<file path="src/hdl/rx_cfg_pkg.sv">
// ----------------------------------------------------------------------------
// Summary of operation
// - Pre-sync loop gains apply until sync is detected, then post-sync choices apply.
// - Post-sync integral field 0 keeps pre-sync gain; 1 selects half base gain.
// - Post-sync proportional field at bit 2, reset 1; 1 selects base gain.
// - Rate offset limit resets 00 (off); 01/10/11 clamp 3.125/6.25/12.5 percent.
// - Digital ceiling bits 7:6, reset 00; n forbids the n highest digital gains.
// - Front amplifier ceiling bits 5:3, reset 000; codes 1-7 cap gain lower.
// - Amplitude target bits 2:0, reset 011; codes map 24 to 42 dB.
// - Absolute sense threshold is signed dB relative to the amplitude target.
// ----------------------------------------------------------------------------
package rx_cfg_pkg;

  // --------------------------------------------------------------------------
  // Register indices (byte address is four times the index)
  // --------------------------------------------------------------------------
  localparam logic [7:0] BSYNC_IDX = 8'h10;
  localparam logic [7:0] SENSE_IDX = 8'h11;
  localparam logic [7:0] STAT_IDX  = 8'h12;
  localparam logic [7:0] AGC_IDX   = 8'h1B;

  // --------------------------------------------------------------------------
  // Field positions and reset values
  // --------------------------------------------------------------------------
  localparam int PRE_KI_LSB  = 6;
  localparam int PRE_KP_LSB  = 4;
  localparam int POST_KI_BIT = 3;
  localparam int POST_KP_BIT = 2;
  localparam int LIMIT_LSB   = 0;
  localparam int DCEIL_LSB   = 6;
  localparam int FCEIL_LSB   = 3;
  localparam int TARGET_LSB  = 0;

  localparam logic [7:0] BSYNC_RST = 8'h6C;
  localparam logic [7:0] AGC_RST   = 8'h03;
  localparam logic [3:0] SENSE_RST = 4'h0;
  localparam logic [3:0] SENSE_OFF = 4'h8;

  localparam logic [3:0] KI_HALF_POST = 4'h1;
  localparam logic [2:0] KP_POST      = 3'h1;

  // --------------------------------------------------------------------------
  // Timing
  // --------------------------------------------------------------------------
  localparam int CLK_NS        = 50;
  localparam int AGC_UPDATE_NS = 1600;
  localparam int AGC_UPDATE_CYC = (AGC_UPDATE_NS / CLK_NS < 1) ? 1 : AGC_UPDATE_NS / CLK_NS;
  localparam logic [7:0] AGC_HYST_DB = 8'h02;

  // --------------------------------------------------------------------------
  // Types
  // --------------------------------------------------------------------------
  typedef enum logic {PRE_SYNC = 1'b0, POST_SYNC = 1'b1} sync_phase_e;

  typedef struct packed {
    logic [3:0] ki_half;
    logic [2:0] kp;
  } loop_gain_s;

  function automatic logic [7:0] target_db(input logic [2:0] code);
    case (code)
      3'h0:    target_db = 8'h18;
      3'h1:    target_db = 8'h1B;
      3'h2:    target_db = 8'h1E;
      3'h3:    target_db = 8'h21;
      3'h4:    target_db = 8'h24;
      3'h5:    target_db = 8'h26;
      3'h6:    target_db = 8'h28;
      default: target_db = 8'h2A;
    endcase
  endfunction : target_db

endpackage : rx_cfg_pkg

</file>
<file path="src/hdl/gain_stepper.sv">
`timescale 1ns/1ps
module gain_stepper
  import rx_cfg_pkg::*;
#(
  parameter int PERIOD = AGC_UPDATE_CYC
) (
  input  wire logic       clk,
  input  wire logic       rst,
  input  wire logic [7:0] amp_db,
  input  wire logic [7:0] goal_db,
  input  wire logic [2:0] front_max,
  input  wire logic [2:0] digital_max,
  output logic      [2:0] front_reg,
  output logic      [2:0] digital_reg
);

  // --------------------------------------------------------------------------
  // Update tick
  // --------------------------------------------------------------------------
  logic [15:0] tick_cnt_reg;
  logic [15:0] tick_cnt_next;
  wire         tick = (tick_cnt_reg == 16'(PERIOD - 1));

  assign tick_cnt_next = tick ? 16'h0000 : tick_cnt_reg + 16'h0001;

  // --------------------------------------------------------------------------
  // Step decision
  // --------------------------------------------------------------------------
  wire [8:0] upper   = {1'b0, goal_db} + {1'b0, AGC_HYST_DB};
  wire       too_hot = {1'b0, amp_db} > upper;
  wire       too_low = amp_db < goal_db;
  wire       dig_dn  = tick && too_hot && (digital_reg != 3'h0);
  wire       frt_dn  = tick && too_hot && (digital_reg == 3'h0) && (front_reg != 3'h0);
  wire       frt_up  = tick && too_low && (front_reg < front_max);
  wire       dig_up  = tick && too_low && (front_reg >= front_max) && (digital_reg < digital_max);

  wire [2:0] front_step   = frt_dn ? front_reg - 3'h1 : (frt_up ? front_reg + 3'h1 : front_reg);
  wire [2:0] digital_step = dig_dn ? digital_reg - 3'h1 : (dig_up ? digital_reg + 3'h1 : digital_reg);
  wire [2:0] front_next   = (front_step > front_max) ? front_max : front_step;
  wire [2:0] digital_next = (digital_step > digital_max) ? digital_max : digital_step;

  always_ff @(posedge clk) begin
    if (rst) begin
      tick_cnt_reg <= 16'h0000;
      front_reg    <= 3'h0;
      digital_reg  <= 3'h0;
    end else begin
      tick_cnt_reg <= tick_cnt_next;
      front_reg    <= front_next;
      digital_reg  <= digital_next;
    end
  end
endmodule : gain_stepper

</file>
<file path="src/hdl/rx_gain_cfg.sv">
`timescale 1ns/1ps
module rx_gain_cfg
  import rx_cfg_pkg::*;
#(
  parameter int GAIN_STEPS = 8,
  parameter int PERIOD     = AGC_UPDATE_CYC
) (
  input  wire logic        CLK,
  input  wire logic        SYS_RST,
  input  wire logic        HSEL,
  input  wire logic [31:0] HADDR,
  input  wire logic [1:0]  HTRANS,
  input  wire logic        HWRITE,
  input  wire logic [2:0]  HSIZE,
  input  wire logic [31:0] HWDATA,
  input  wire logic        HREADY,
  output logic      [31:0] HRDATA,
  output logic             HREADYOUT,
  output logic             HRESP,
  input  wire logic        SYNC_FOUND,
  input  wire logic        RX_ON,
  input  wire logic [7:0]  AMP_DB,
  output loop_gain_s       LOOP_GAIN,
  output logic             RATE_COMP_EN,
  output logic      [1:0]  RATE_LIMIT,
  output logic      [2:0]  FRONT_GAIN,
  output logic      [2:0]  DIGITAL_GAIN,
  output logic             CARRIER_SENSE
);

  // --------------------------------------------------------------------------
  // Bus address phase capture
  // --------------------------------------------------------------------------
  logic        wr_pend_reg;
  logic [7:0]  wr_idx_reg;
  logic [7:0]  bsync_reg;
  logic [7:0]  agc_reg;
  logic [3:0]  sense_reg;
  sync_phase_e phase_reg;
  sync_phase_e phase_next;
  logic [31:0] rd_word;
  loop_gain_s  gain_next;
  logic        sense_next;

  wire        take    = HSEL && HREADY && HTRANS[1];
  wire        in_map  = (HADDR[31:10] == 22'h00_0000) && (HADDR[1:0] == 2'b00) && (HSIZE == 3'b010);
  wire [7:0]  idx     = HADDR[9:2];
  wire        do_wr   = wr_pend_reg;
  wire [7:0]  wbyte   = HWDATA[7:0];

  always_comb begin
    rd_word = 32'h0000_0000;
    if (in_map) begin
      case (idx)
        BSYNC_IDX: rd_word = {24'h00_0000, bsync_reg};
        AGC_IDX:   rd_word = {24'h00_0000, agc_reg};
        SENSE_IDX: rd_word = {28'h000_0000, sense_reg};
        STAT_IDX:  rd_word = {22'h00_0000, CARRIER_SENSE, RATE_COMP_EN, DIGITAL_GAIN, FRONT_GAIN,
                              LOOP_GAIN.ki_half != KI_HALF_POST && phase_reg == POST_SYNC, phase_reg};
        default:   rd_word = 32'h0000_0000;
      endcase
    end
  end

  always_ff @(posedge CLK) begin
    if (SYS_RST) begin
      wr_pend_reg <= 1'b0;
      wr_idx_reg  <= 8'h00;
      HRDATA      <= 32'h0000_0000;
      HREADYOUT   <= 1'b1;
      HRESP       <= 1'b0;
    end else begin
      wr_pend_reg <= take && HWRITE && in_map;
      wr_idx_reg  <= idx;
      HRDATA      <= (take && !HWRITE) ? rd_word : 32'h0000_0000;
      HREADYOUT   <= 1'b1;
      HRESP       <= 1'b0;
    end
  end

  // --------------------------------------------------------------------------
  // Configuration registers
  // --------------------------------------------------------------------------
  always_ff @(posedge CLK) begin
    if (SYS_RST) begin
      bsync_reg <= BSYNC_RST;
      agc_reg   <= AGC_RST;
      sense_reg <= SENSE_RST;
    end else if (do_wr) begin
      if (wr_idx_reg == BSYNC_IDX) bsync_reg <= wbyte;
      if (wr_idx_reg == AGC_IDX)   agc_reg   <= wbyte;
      if (wr_idx_reg == SENSE_IDX) sense_reg <= HWDATA[3:0];
    end
  end

  wire [1:0] pre_ki   = bsync_reg[PRE_KI_LSB +: 2];
  wire [1:0] pre_kp   = bsync_reg[PRE_KP_LSB +: 2];
  wire       post_ki  = bsync_reg[POST_KI_BIT];
  wire       post_kp  = bsync_reg[POST_KP_BIT];
  wire [1:0] limit    = bsync_reg[LIMIT_LSB +: 2];
  wire [1:0] dceil    = agc_reg[DCEIL_LSB +: 2];
  wire [2:0] fceil    = agc_reg[FCEIL_LSB +: 3];
  wire [2:0] tcode    = agc_reg[TARGET_LSB +: 3];
  wire [7:0] goal     = target_db(tcode);

  // --------------------------------------------------------------------------
  // Clock-recovery gain selection
  // --------------------------------------------------------------------------
  assign phase_next = !RX_ON ? PRE_SYNC : (SYNC_FOUND ? POST_SYNC : phase_reg);

  wire [3:0] ki_pre  = {1'b0, pre_ki, 1'b0} + 4'h2;
  wire [2:0] kp_pre  = {1'b0, pre_kp} + 3'h1;

  always_comb begin
    gain_next.ki_half = ki_pre;
    gain_next.kp      = kp_pre;
    case (phase_reg)
      PRE_SYNC: begin
        gain_next.ki_half = ki_pre;
        gain_next.kp      = kp_pre;
      end
      POST_SYNC: begin
        gain_next.ki_half = post_ki ? KI_HALF_POST : ki_pre;
        gain_next.kp      = post_kp ? KP_POST : kp_pre;
      end
      default: begin
        gain_next.ki_half = ki_pre;
        gain_next.kp      = kp_pre;
      end
    endcase
  end

  // --------------------------------------------------------------------------
  // Carrier sense against the target
  // --------------------------------------------------------------------------
  wire signed [9:0] sense_lvl = $signed({2'b00, goal}) + 10'(signed'(sense_reg));
  assign sense_next = (sense_reg != SENSE_OFF) && ($signed({2'b00, AMP_DB}) >= sense_lvl);

  always_ff @(posedge CLK) begin
    if (SYS_RST) begin
      phase_reg     <= PRE_SYNC;
      LOOP_GAIN     <= '0;
      RATE_COMP_EN  <= 1'b0;
      RATE_LIMIT    <= 2'b00;
      CARRIER_SENSE <= 1'b0;
    end else begin
      phase_reg     <= phase_next;
      LOOP_GAIN     <= gain_next;
      RATE_COMP_EN  <= (limit != 2'b00);
      RATE_LIMIT    <= limit;
      CARRIER_SENSE <= sense_next;
    end
  end

  // --------------------------------------------------------------------------
  // Gain loop
  // --------------------------------------------------------------------------
  gain_stepper #(
    .PERIOD (PERIOD)
  ) u_stepper (
    .clk         (CLK),
    .rst         (SYS_RST),
    .amp_db      (AMP_DB),
    .goal_db     (goal),
    .front_max   (3'(7) - fceil),
    .digital_max (3'(GAIN_STEPS - 1) - {1'b0, dceil}),
    .front_reg   (FRONT_GAIN),
    .digital_reg (DIGITAL_GAIN)
  );
endmodule : rx_gain_cfg

</file>
<file path="config.mk">
export PLATFORM = sky130hd
export DESIGN_NAME = rx_gain_cfg
export DESIGN_NICKNAME = d
export VERILOG_FILES = /design/src/hdl/rx_cfg_pkg.sv /design/src/hdl/gain_stepper.sv /design/src/hdl/rx_gain_cfg.sv
export SDC_FILE = /design/constraint.sdc
export NUM_CORES = 1
export LEC_CHECK = 0
export BUFFER_PORTS_ARGS = -buffer_cell sky130_fd_sc_hd__buf_2
export CORE_MARGIN = 2
export CORE_UTILIZATION = 52
export DETAILED_ROUTE_END_ITERATION = 10
export GPL_TIMING_DRIVEN = 1
export PLACE_DENSITY = 0.84
export SETUP_SLACK_MARGIN = 0.5
export SYNTH_ARGS = -nofsm -noshare
export SYNTH_HDL_FRONTEND = slang
export SYNTH_HIERARCHICAL = 1
export SYNTH_SLANG_ARGS = --single-unit
</file>
<file path="constraint.sdc">
create_clock -name CLK -period 9.1 [get_ports CLK]
set_input_delay 0 -clock CLK [delete_from_list [all_inputs] [get_ports CLK]]
set_output_delay 0 -clock CLK [all_outputs]
set_load 0.005 [all_outputs]
</file>
# Word level (Yosys, flattened, before mapping)
# Index checks and enable logic that the tools add are counted.
# Widths: inputs -> output; s select.
dict set report op_classes {
  reduce_logical 31
  eq_ne 17
  n_addsub 11
  muxes 11
  order_cmp 8
  bitwise_logic 4
}
# cell count
set ops {}
lappend ops {{$eq 8x5->1 const B} 7}
lappend ops {{$pmux 6 s7} 1}
lappend ops {{$pmux 10 s4} 1}
lappend ops {{$logic_not 22->1} 1}
lappend ops {{$mux 3} 7}
lappend ops {{$logic_and 1x1->1} 17}
lappend ops {{$add 16x1->16 const B} 1}
lappend ops {{$eq 16x5->1 const B} 1}
lappend ops {{$pmux 7 s2} 1}
lappend ops {{$ge 9x10->1} 1}
lappend ops {{$eq 3x2->1 const B} 3}
lappend ops {{$eq 3x3->1 const B} 3}
lappend ops {{$gt 8x9->1} 1}
lappend ops {{$add 7x4->8} 1}
lappend ops {{$lt 8x6->1} 1}
lappend ops {{$add 6x2->7 const B} 1}
lappend ops {{$add 3x1->3 const B} 2}
lappend ops {{$gt 3x3->1} 2}
lappend ops {{$logic_not 3->1} 2}
lappend ops {{$lt 3x3->1} 2}
lappend ops {{$reduce_and 2->1} 3}
lappend ops {{$reduce_bool 3->1} 2}
lappend ops {{$sub 3x1->3 const B} 2}
lappend ops {{$add 3x2->4 const B} 1}
lappend ops {{14 further kinds} 18}
dict set report word_totals {
  out_inout_bits 51
  reg_bits 95
  wordCells 97
  input_bits 84
}

# Logic depth before layout (Yosys ltp)
# Gate-level depths: netlist (run 1).
dict set report logic_depth {
  ltp_word 10
  mapped_depth 21
  depth_no_buf 20
}

# Modules after synthesis
# Netlist (run 1), hierarchy kept.
# module seq_area_each_um2 area_each_um2 cells_each n_inst
set modules_own_cells {}
lappend modules_own_cells {rx_gain_cfg 1021.0 2686.3 284 1}
lappend modules_own_cells {gain_stepper 440.4 2082.0 250 1}

# Worst setup path before layout (run 1)
# OpenSTA, ideal clock, no wires.
dict set report synth_timing {
  path_kind {register to register}
  from {register agc_reg[2]}
  to {register u_stepper.digital_reg[0]}
  path_slack_ps 4864
  arrival_ps 4114
  t_required_ps 8978
  path_stages_with_launch 18
  n_path_buf 0
  period_less_slack_ps 4236
  setup_ps 122
  cell_sequence {dfxtp_1 > nand2b_1 > xnor2_1 > ha_1 > nand3_1 > xnor2_1 > ha_1 > and3_1 > o211ai_1 > nand3_1 > a2111o_1 > a21boi_0 > nor2_1 > ha_1 > a32oi_1 > nor3_1 > and3_1 > a311o_1}
}
dict set report synth_via {
  elab_chain_cells 10
}
# item line_no
set synth_rtl {}
lappend synth_rtl {{start, declared} rx_gain_cfg.sv:37} ;# logic [7:0] agc_reg;
lappend synth_rtl {{start signal, assigned} rx_gain_cfg.sv:91} ;# if (wr_idx_reg == AGC_IDX) agc_reg <= wbyte;
lappend synth_rtl {{$eq 3x3->1, or another cell as far along} rx_cfg_pkg.sv:61} ;# case (code)
lappend synth_rtl {{$pmux 6 s7 *} rx_cfg_pkg.sv:61}
lappend synth_rtl {{via goal[1]} rx_gain_cfg.sv:104} ;# wire [7:0] goal = target_db(tcode);
lappend synth_rtl {{branches (longest 5 deep; another with $gt 8x9->1)} --}
lappend synth_rtl {{$mux 3 *} gain_stepper.sv:38} ;# wire [2:0] digital_step = dig_dn ? digital_reg - 3'h1 : (dig_up ? digital_reg + 3'h1 : digital_reg);
lappend synth_rtl {{$gt 3x3->1} gain_stepper.sv:40} ;# wire [2:0] digital_next = (digital_step > digital_max) ? digital_max : digital_step;
lappend synth_rtl {{$mux 3 *} gain_stepper.sv:40}
lappend synth_rtl {{end signal, assigned} gain_stepper.sv:50} ;# digital_reg <= digital_next;
lappend synth_rtl {{end, declared} gain_stepper.sv:14} ;# output logic [2:0] digital_reg
# Mark *: on every way through the listed nets, which the timed path passes.
# A chain may end at the register's enable or synchronous reset.

# Final worst setup path (run 1)
# Same ends and word-level chain as after synthesis.

==> run summary, run 1 <==
The tools report the start of the worst register-to-register path as agc_reg[2]. From left edge to right edge, the die measures 99.76 µm. The count of max-cap constraint violations came out at 0.

Across the VDD grid, the largest voltage drop is 0.06562 mV. Across every metal layer, demand over resource in global routing totals 21.97%. The floorplan step defined a die boundary enclosing 9952 µm². At the worst endpoint, the arrival time is 5.08 ns. Combined buffer and inverter count along the critical path: 0. The critical path ends at u_stepper/digital_reg[0]. Measured along the y axis, the die boundary spans 99.76 µm. Entering global routing, the biggest net connects 49 pins. The tools report the count of vias placed by the detailed router as 4125. The tightest min-delay check is of the input pin to flop type. The tools report the max-slew violation count as 0.

Category of the worst setup path launch point: a flop. The run gives 8806 µm² as the area of the core region. The later pin in the worst-skew pair is clocked with a latency of 0.34 ns. For this run, the register share of the synthesized area comes to 30.65%.

Summed over its instances, the top area cell type makes up 30.65% of the synthesized netlist area. The proportion of layout cells with a drive suffix above 1 came out at 19.72%. TritonCTS created 9 clock buffers. The number of setup buffers added after CTS was 0. The detailed-route wire length per cell works out to 14.17 µm. After clock tree synthesis, the clock-pin slew on the worst setup and hold paths is 0.08 ns. The path length in cells of the critical path works out to 17.

Once routing completed, OpenROAD measured the worst setup slack at 4.258 ns. Tracing the worst setup path back leads to its startpoint at agc_reg[2]. On the critical path, the stage with the largest delay is an instance of sky130_fd_sc_hd__xnor2_1.

Of all nets on the critical path, the largest fanout is 8. Of the available clock period, the critical path in the final layout requires 53.21%. Once detailed placement completed, the half-perimeter wirelength came to 8294 µm. The logs give 18110 µm for the first-pass GRT wire length and 274 for the number of DRC markers in iteration 0.

The proportion of register bits with asynchronous set or reset after synthesis was 0%; the clock sink count was 73. The run gives 0 as the initial antenna violation count. The most common cell in the netlist is sky130_fd_sc_hd__dfxtp_1. The final critical-path required period was 4.842 ns; the initial standard-cell utilization of the core was 54.15%. The worst reg2reg path depth was 17; the gate count after technology mapping was 534. The most numerous cell type found on the critical path is sky130_fd_sc_hd__ha_1.

Primary flip-flop cell chosen by synthesis mapping: sky130_fd_sc_hd__dfxtp_1. The tools report the endpoint of the most critical register-to-register path as u_stepper/digital_reg[0]. The synthesized design contains 73 register bits. The final layout contains 780 nets. Port buffering added 85 buffers. The commonest cells after synthesis are 73 x sky130_fd_sc_hd__dfxtp_1, 56 x sky130_fd_sc_hd__nor2_1, 51 x sky130_fd_sc_hd__ha_1, 42 x sky130_fd_sc_hd__inv_1, 25 x sky130_fd_sc_hd__buf_4. Static timing analysis puts the maximum clock frequency at 0.2065 GHz. STA puts the critical path data required time at 9.33 ns. 0 antenna diodes ended up in the layout. By startpoint and endpoint, the worst setup path is classified as flop to flop.

The largest total area in the synthesized netlist belongs to sky130_fd_sc_hd__dfxtp_1. The run gives 3 as the maximum level of the CTS H-tree. The synthesized netlist contains 74 unique library cells. The count of nets left with antenna violations after detail routing was 0.

The average footprint of a synthesized cell was 8.929 µm²; the final-report setup violation count was 0. The number of flip-flops in the largest register is 16. TritonCTS built the clock tree. For the count of unresolved DRC violations after routing, the log shows 0. Grouping stages by cell kind, the critical path spends the most delay in compound AO/OA/AOI/OAI gates.

The overall routed net length was 10730 µm. Number of global-route vias before repair: 4076. The count of non-filler cells in the finished layout was 757. By area the synthesized netlist is led by sky130_fd_sc_hd__dfxtp_1 31%, sky130_fd_sc_hd__ha_1 13%, sky130_fd_sc_hd__nor2_1 4.4%. For this design the ratio of total power to cell area is 111.3 nW/µm². At the pin with the least slew margin, the transition time is 0.6494 ns. Setup repair after global routing left no endpoint under its margin. Walking the worst path, the cells encountered are nand2b_1 > xnor2_1 > ha_1 > nand3_1 > xnor2_1 > ha_1 > a21o_1 > a21oi_1 > nand3_1 > a2111o_1 > a21boi_0 > nor2_1 > ha_1 > a32oi_1 > nor3_1 > and3_1 > a311o_1.

Counting along the longest clock path gives a buffer depth of 2. For the post-synthesis instance area, the log shows 4768 µm². Compared with the post-synthesis result, the final layout area differs by 17.03%. For the final RePlAce weighted congestion, the log shows 0.8617.

The detailed-route vias per instance was 5.449. Standby leakage power: 2.649 nW. The count of flip-flops with a built-in enable after synthesis was 0. Including well taps, the total number of placed cells is 722.

Worst slack at placement: 4.294 ns. For flop-to-flop paths, the worst setup slack is 4.26 ns. The floorplan has 34 rows.

The logs give 135 for the total I/O pin count and 0.01009 ns for the worst clock skew on the final layout. For the final routed database, the setup TNS stands at 0 ns. During synthesis, Yosys emitted a total of 6 warnings. The final hold violation count is 0. The worst-case headroom to the max-slew limit came out at 56.16%.

Type of element capturing the critical path: a flop. Library cell used as clock root buffer: sky130_fd_sc_hd__clkbuf_8. The flow ran to the end, and the final reports show no timing, DRC or antenna violations. The maximum single-stage delay on the critical path is 0.55 ns, and the number of iterations in the first detailed-routing pass is 5.

Summed over all layers, the global routing overflow is 0.
-- routing by layer --
metal | vias to the layer above | routed length (µm) | GRT usage [%]
li1 | 2083 | - | -
met1 | 1927 | 4892 | 28.42
met2 | 106 | 5229 | 37.63
met3 | 9 | 520 | 4.006
met4 | 0 | 82 | 6.006
met5 | - | 0 | 0
-- worst register-to-register path, stage by stage, from the launching register on --
cell and delay [ns]:
sky130_fd_sc_hd__dfxtp_1 0.37, sky130_fd_sc_hd__nand2b_1 0.21, sky130_fd_sc_hd__xnor2_1 0.55, sky130_fd_sc_hd__ha_1 0.32, sky130_fd_sc_hd__nand3_1 0.11, sky130_fd_sc_hd__xnor2_1 0.17
sky130_fd_sc_hd__ha_1 0.19, sky130_fd_sc_hd__a21o_1 0.18, sky130_fd_sc_hd__a21oi_1 0.19, sky130_fd_sc_hd__nand3_1 0.24, sky130_fd_sc_hd__a2111o_1 0.45, sky130_fd_sc_hd__a21boi_0 0.28
sky130_fd_sc_hd__nor2_1 0.10, sky130_fd_sc_hd__ha_1 0.30, sky130_fd_sc_hd__a32oi_1 0.54, sky130_fd_sc_hd__nor3_1 0.08, sky130_fd_sc_hd__and3_1 0.21, sky130_fd_sc_hd__a311o_1 0.26
-- placed cells by master, fill, tap and decap left out, types with 4 or more instances in the layout --
cell type	n
sky130_fd_sc_hd__and2_1	7
sky130_fd_sc_hd__nand2b_1	6
sky130_fd_sc_hd__o21ai_0	11
sky130_fd_sc_hd__a211o_1	8
sky130_fd_sc_hd__mux2_2	4
sky130_fd_sc_hd__mux2i_1	14
sky130_fd_sc_hd__inv_1	42
sky130_fd_sc_hd__dlygate4sd3_1	19
sky130_fd_sc_hd__nor4b_1	4
sky130_fd_sc_hd__xnor2_1	14
sky130_fd_sc_hd__nand3_1	17
sky130_fd_sc_hd__nor3_1	10
sky130_fd_sc_hd__a211oi_1	4
sky130_fd_sc_hd__conb_1	30
sky130_fd_sc_hd__a21oi_1	20
sky130_fd_sc_hd__a22oi_1	8
sky130_fd_sc_hd__nand4_1	16
sky130_fd_sc_hd__and3_1	10
sky130_fd_sc_hd__clkbuf_8	10
sky130_fd_sc_hd__dfxtp_1	73
sky130_fd_sc_hd__or3_1	6
sky130_fd_sc_hd__xor2_1	13
sky130_fd_sc_hd__buf_2	85
sky130_fd_sc_hd__nor2_1	56
sky130_fd_sc_hd__ha_1	51
sky130_fd_sc_hd__nor2b_1	14
sky130_fd_sc_hd__nand2_1	15
sky130_fd_sc_hd__a21o_1	5
-- stage by stage --
step / power (W) / utilization, % / hold WS, ns / area, µm²
after floorplan: 0.0003742 / - / 0.1201 / 4873
after global placement: 0.0003885 / 59.16 / 0.2320 / 5210
after detailed placement: 0.0003912 / 59.16 / 0.2337 / 5210
after CTS: 0.0006219 / 63.37 / 0.03758 / 5580
after global routing: 0.0006481 / 63.37 / 0.06303 / 5580
final: 0.0006209 / 63.37 / 0.05741 / 5580
-- report_power, final --
part           switching (W)  internal, W
combinational      0.0000337    0.0000304
clock               0.000123     0.000107
sequential        0.00000318     0.000324
total               0.000160     0.000461
-- cell type report --
type | instances | area, µm²
clock buffer | 10 | 137.6
inverter | 42 | 157.7
tap | 108 | 135.1
multi-input combinational | 413 | 3023
clock inverter | 6 | 42.54
timing repair buffer | 105 | 623.1
sequential | 73 | 1461
fill | 714 | 3226
-- kinds of logic after synthesis --
group | after synthesis | synth area share, %
AOI/OAI and AO/OA | 89 | 13.17
xor gates and xnor gates | 27 | 4.959
adders and majority gates | 52 | 13.80
buffers and inverters | 76 | 8.161
DFF | 73 | 30.65
muxes | 22 | 4.907
other | 2 | 0.1575
and+or+nand+nor | 193 | 24.19
-- repair_timing --
item / CTS / global route
setup endpoints to repair: 0 / 0
resized for setup: 0 / 0
hold buffers: 19 / 0
endpoints found under the hold margin: 24 / 0
-- worst min path at each step --
stage	slack, ns	endpoint	startpoint	cells after the start
finish	0.06	wr_idx_reg[1]	HADDR[3]	2
global route	0.06	wr_idx_reg[1]	HADDR[3]	2
CTS	0.04	wr_idx_reg[1]	HADDR[3]	2
detailed placement	0.23	wr_idx_reg[5]	HADDR[7]	2
global placement	0.23	wr_idx_reg[2]	HADDR[4]	2
floorplan	0.12	do_wr	HWRITE	2
No activity file was read; power rests on OpenSTA's default activity.
==> run 2, diff against run 1 <==
CORE_UTILIZATION = 48   (was 52)
PLACE_DENSITY = 0.81   (was 0.84)
clock period = 4.4 ns   (was 9.1 ns; I/O delays follow)
==> run summary, run 2 (synthesized netlist as in run 1, its figures left out) <==
The number of flip-flops in the largest register was 16. For this run, the total global-route usage over all layers was measured as 21.71%. VDD sags by at most 0.1360 mV.

The worst setup path is launched from a flop. The final HPWL from detailed placement is 8604 µm, and the growth of design area from synthesis to finish is 28.16%. The tools report the multi-input logic area as 3309 µm². The count of unresolved DRC violations after routing was 0; the worst reg2reg path depth was 21. The most numerous cell type found on the critical path is sky130_fd_sc_hd__buf_4. The maximum single-stage delay on the critical path came out at 0.37 ns. In this run the worst path has a maximum fanout of 5. The library cells used most frequently in the layout, excluding fill and tap cells, are 85 x sky130_fd_sc_hd__buf_2, 70 x sky130_fd_sc_hd__dfxtp_1, 55 x sky130_fd_sc_hd__nor2_1, 47 x sky130_fd_sc_hd__ha_1, 40 x sky130_fd_sc_hd__inv_1. Setup repair after global routing could not meet its margin everywhere.

The tools report the library cell used as clock root buffer as sky130_fd_sc_hd__clkbuf_8. The worst hold-check path type is input pin to flop. The number of global-route vias before repair is 4260. The fraction of power spent switching nets is 26.60%, and the final hold violation count is 0. TritonCTS built the clock tree. The number of iterations in the first detailed-routing pass was 4; the maximum achievable frequency was 0.2427 GHz.

The width of the chip was 103.7 µm; the ratio of final minimum period to clock period was 93.64%. In this run the tightest slew margin relative to its limit is 39.28%. Part of the total power dissipated in sequential elements: 52.5%. For the initial antenna violation count, the log shows 0. The die covers 10750 µm².

Once detail routing completed, the nets flagged for antenna violations numbered 0. The tools report the count of max-cap constraint violations as 0. The library cell used most frequently in the layout, excluding fill and tap cells, is sky130_fd_sc_hd__buf_2. The class of the most critical setup path was flop to flop. The initial standard-cell utilization of the core was 49.01%; the standby leakage power was 2.802 nW. The clock group share of total power came out at 36.5%. Pin placement for this block handled 135 I/O pins. The setup slack of the critical path after layout came out at 0.2796 ns. Among all stages on the critical path, the largest delay is contributed by sky130_fd_sc_hd__dfxtp_4. The first global-routing pass estimated 19280 µm of wire. The tools report the final RePlAce weighted congestion as 0.8805. The logs give 11.0% for the combinational cell fraction of total power and 792 for the number of filler instances in the final layout. The total power divided by cell area is 210.0 nW/µm². The detailed-route vias per instance works out to 5.351. Walking the worst path, the cells encountered are buf_4 > nand2b_4 > o21a_4 > inv_2 > nor3_2 > nand3_1 > xnor2_1 > ha_1 > and3_4 > and3_4 > nor4b_4 > nand2_2 > mux2_4 > o21ai_2 > ha_4 > nor2b_2 > o21ai_2 > a32oi_4 > buf_4 > buf_4 > a311o_1.

The area of the core region is 9729 µm². Internal power of the cells: 0.0009420 W. STA puts the critical path data required time at 4.64 ns. The proportion of layout cells with a drive suffix above 1 was 28.38%; the register-to-register setup slack was 0.28 ns. Global routing finished with a remaining overflow of 0. The tools report the clock latency on the worst-skew pair as 0.35 ns. Entering global routing, the biggest net connects 49 pins. The max-slew violation count is 0. STA classifies the critical path endpoint as a flop.

The tools report the number of antenna repair diodes as 0. The number of DRC markers in iteration 0 came out at 273. Summed negative setup slack over all endpoints: 0 ns.

The final critical-path required period was 4.120 ns; the actual slew at the worst max-slew pin was 0.9107 ns. The worst hold path was traced through 2 stages. Measured along the y axis, the die boundary spans 103.7 µm. At the end of the flow, the number of nets in the layout was 804. Buffers inserted during clock tree synthesis total 9.

At the placement stage, the worst setup path has a slack of 0.02477 ns. Summed over all nets, the switching power comes to 0.0003413 W. The H-tree generated during clock tree synthesis spans 3 levels.

Buffers placed on the I/O ports in this run total 85. The final layout contains routed wiring with a total length of 12000 µm. After floorplanning, the core was divided into 36 placement rows. The logs give 0 for the final-report setup violation count and 4313 for the count of vias placed by the detailed router.

Dividing the detail-routed wire length by the instance count gives 14.89 µm. The register area is 1473 µm², and the data arrival time of the worst path is 4.36 ns. After clock tree synthesis, the clock-pin slew on the worst setup and hold paths is 0.08 ns. The logs give 2 for the largest buffer count on any clock path and 73 for the clock sink count.

The flow ran to the end, and the final reports show no timing, DRC or antenna violations. The tools report the worst clock skew on the final layout as 0.01181 ns.
[run 2: changes by cell type in the layout (fill, tap and decap cells not counted), moves of 3 or more]
| cell | delta |
|---|---|
| sky130_fd_sc_hd__buf_4 | +20 |
| sky130_fd_sc_hd__and3_4 | +6 |
| sky130_fd_sc_hd__and3_1 | -5 |
| sky130_fd_sc_hd__ha_1 | -4 |
| sky130_fd_sc_hd__ha_4 | +4 |
| sky130_fd_sc_hd__o21ai_0 | -4 |
| sky130_fd_sc_hd__buf_6 | +3 |
| sky130_fd_sc_hd__dfxtp_1 | -3 |
| sky130_fd_sc_hd__dfxtp_4 | +3 |
| sky130_fd_sc_hd__nand3_1 | -3 |
| sky130_fd_sc_hd__o21ai_2 | +3 |
[run 2: stage by stage]
stage / total power, W / area [µm²] / utilization [%] / std cells / hold slack (ns)
after floorplan: 0.0007745 / 4946 / - / 562 / 0.1201
after detailed placement: 0.0008102 / 5318 / 54.66 / 748 / 0.2344
after global routing: 0.001339 / 6111 / 62.81 / 806 / 0.03902
final: 0.001283 / 6111 / 62.81 / 806 / 0.03938
after global placement: 0.0008040 / 5318 / 54.66 / 748 / 0.2267
after CTS: 0.001287 / 5913 / 60.78 / 797 / 0.01885
[run 2: final cells by class]
type | count | area share, %
inverters | 42 | 2.580
flip-flops and latches | 73 | 24.10
multi-input cells | 413 | 54.16
repair buffers | 129 | 13.53
clock buffers | 9 | 2.027
clock inverters | 7 | 0.8804
well taps | 133 | 2.723
[run 2: layer usage]
metal	GRT usage, %	vias up	routed length, µm
li1	-	2129	-
met1	24.98	2056	5060
met2	39.45	99	6220
met3	4.594	29	445
met4	8.012	0	276
met5	0	-	0
[run 2: final timing paths]
path                             start                   endpoint
max                         agc_reg[2]   u_stepper/digital_reg[0]
min                           HADDR[3]              wr_idx_reg[1]
max reg2reg                 agc_reg[2]   u_stepper/digital_reg[0]
min reg2reg  u_stepper/tick_cnt_reg[0]  u_stepper/tick_cnt_reg[0]
[run 2: worst max-delay path: cells and delay by family, from the launching register on]
| family | cells | cell delay [ns] |
|---|---|---|
| AOI/OAI and AO/OA | 5 | 0.83 |
| xor gates and xnor gates | 1 | 0.14 |
| adders and majority gates | 2 | 0.54 |
| buffers and inverters | 4 | 0.49 |
| DFF | 1 | 0.37 |
| muxes | 1 | 0.31 |
| and+or+nand+nor | 8 | 1.33 |
[run 2: repair_timing]
item | 4_1_cts | 5_1_grt
cloned | 0 | 0
pin swaps | 20 | 27
setup endpoints to repair | 6 | 6
buffers inserted | 14 | 9
endpoints found under the hold margin | 25 | 0
resized for setup | 28 | 23
hold buffers | 19 | 0
[run 2: power by group through the flow]
| stage | Sequential (W) | Clock (W) | Combinational, W |
|---|---|---|---|
| after CTS | 0.000674 | 0.000477 | 0.000136 |
| after global routing | 0.000675 | 0.000507 | 0.000157 |
| after global placement | 0.000691 | 0 | 0.000113 |
| after floorplan | 0.000691 | 0 | 0.0000837 |
| final | 0.000674 | 0.000468 | 0.000141 |
| after detailed placement | 0.000692 | 0 | 0.000119 |
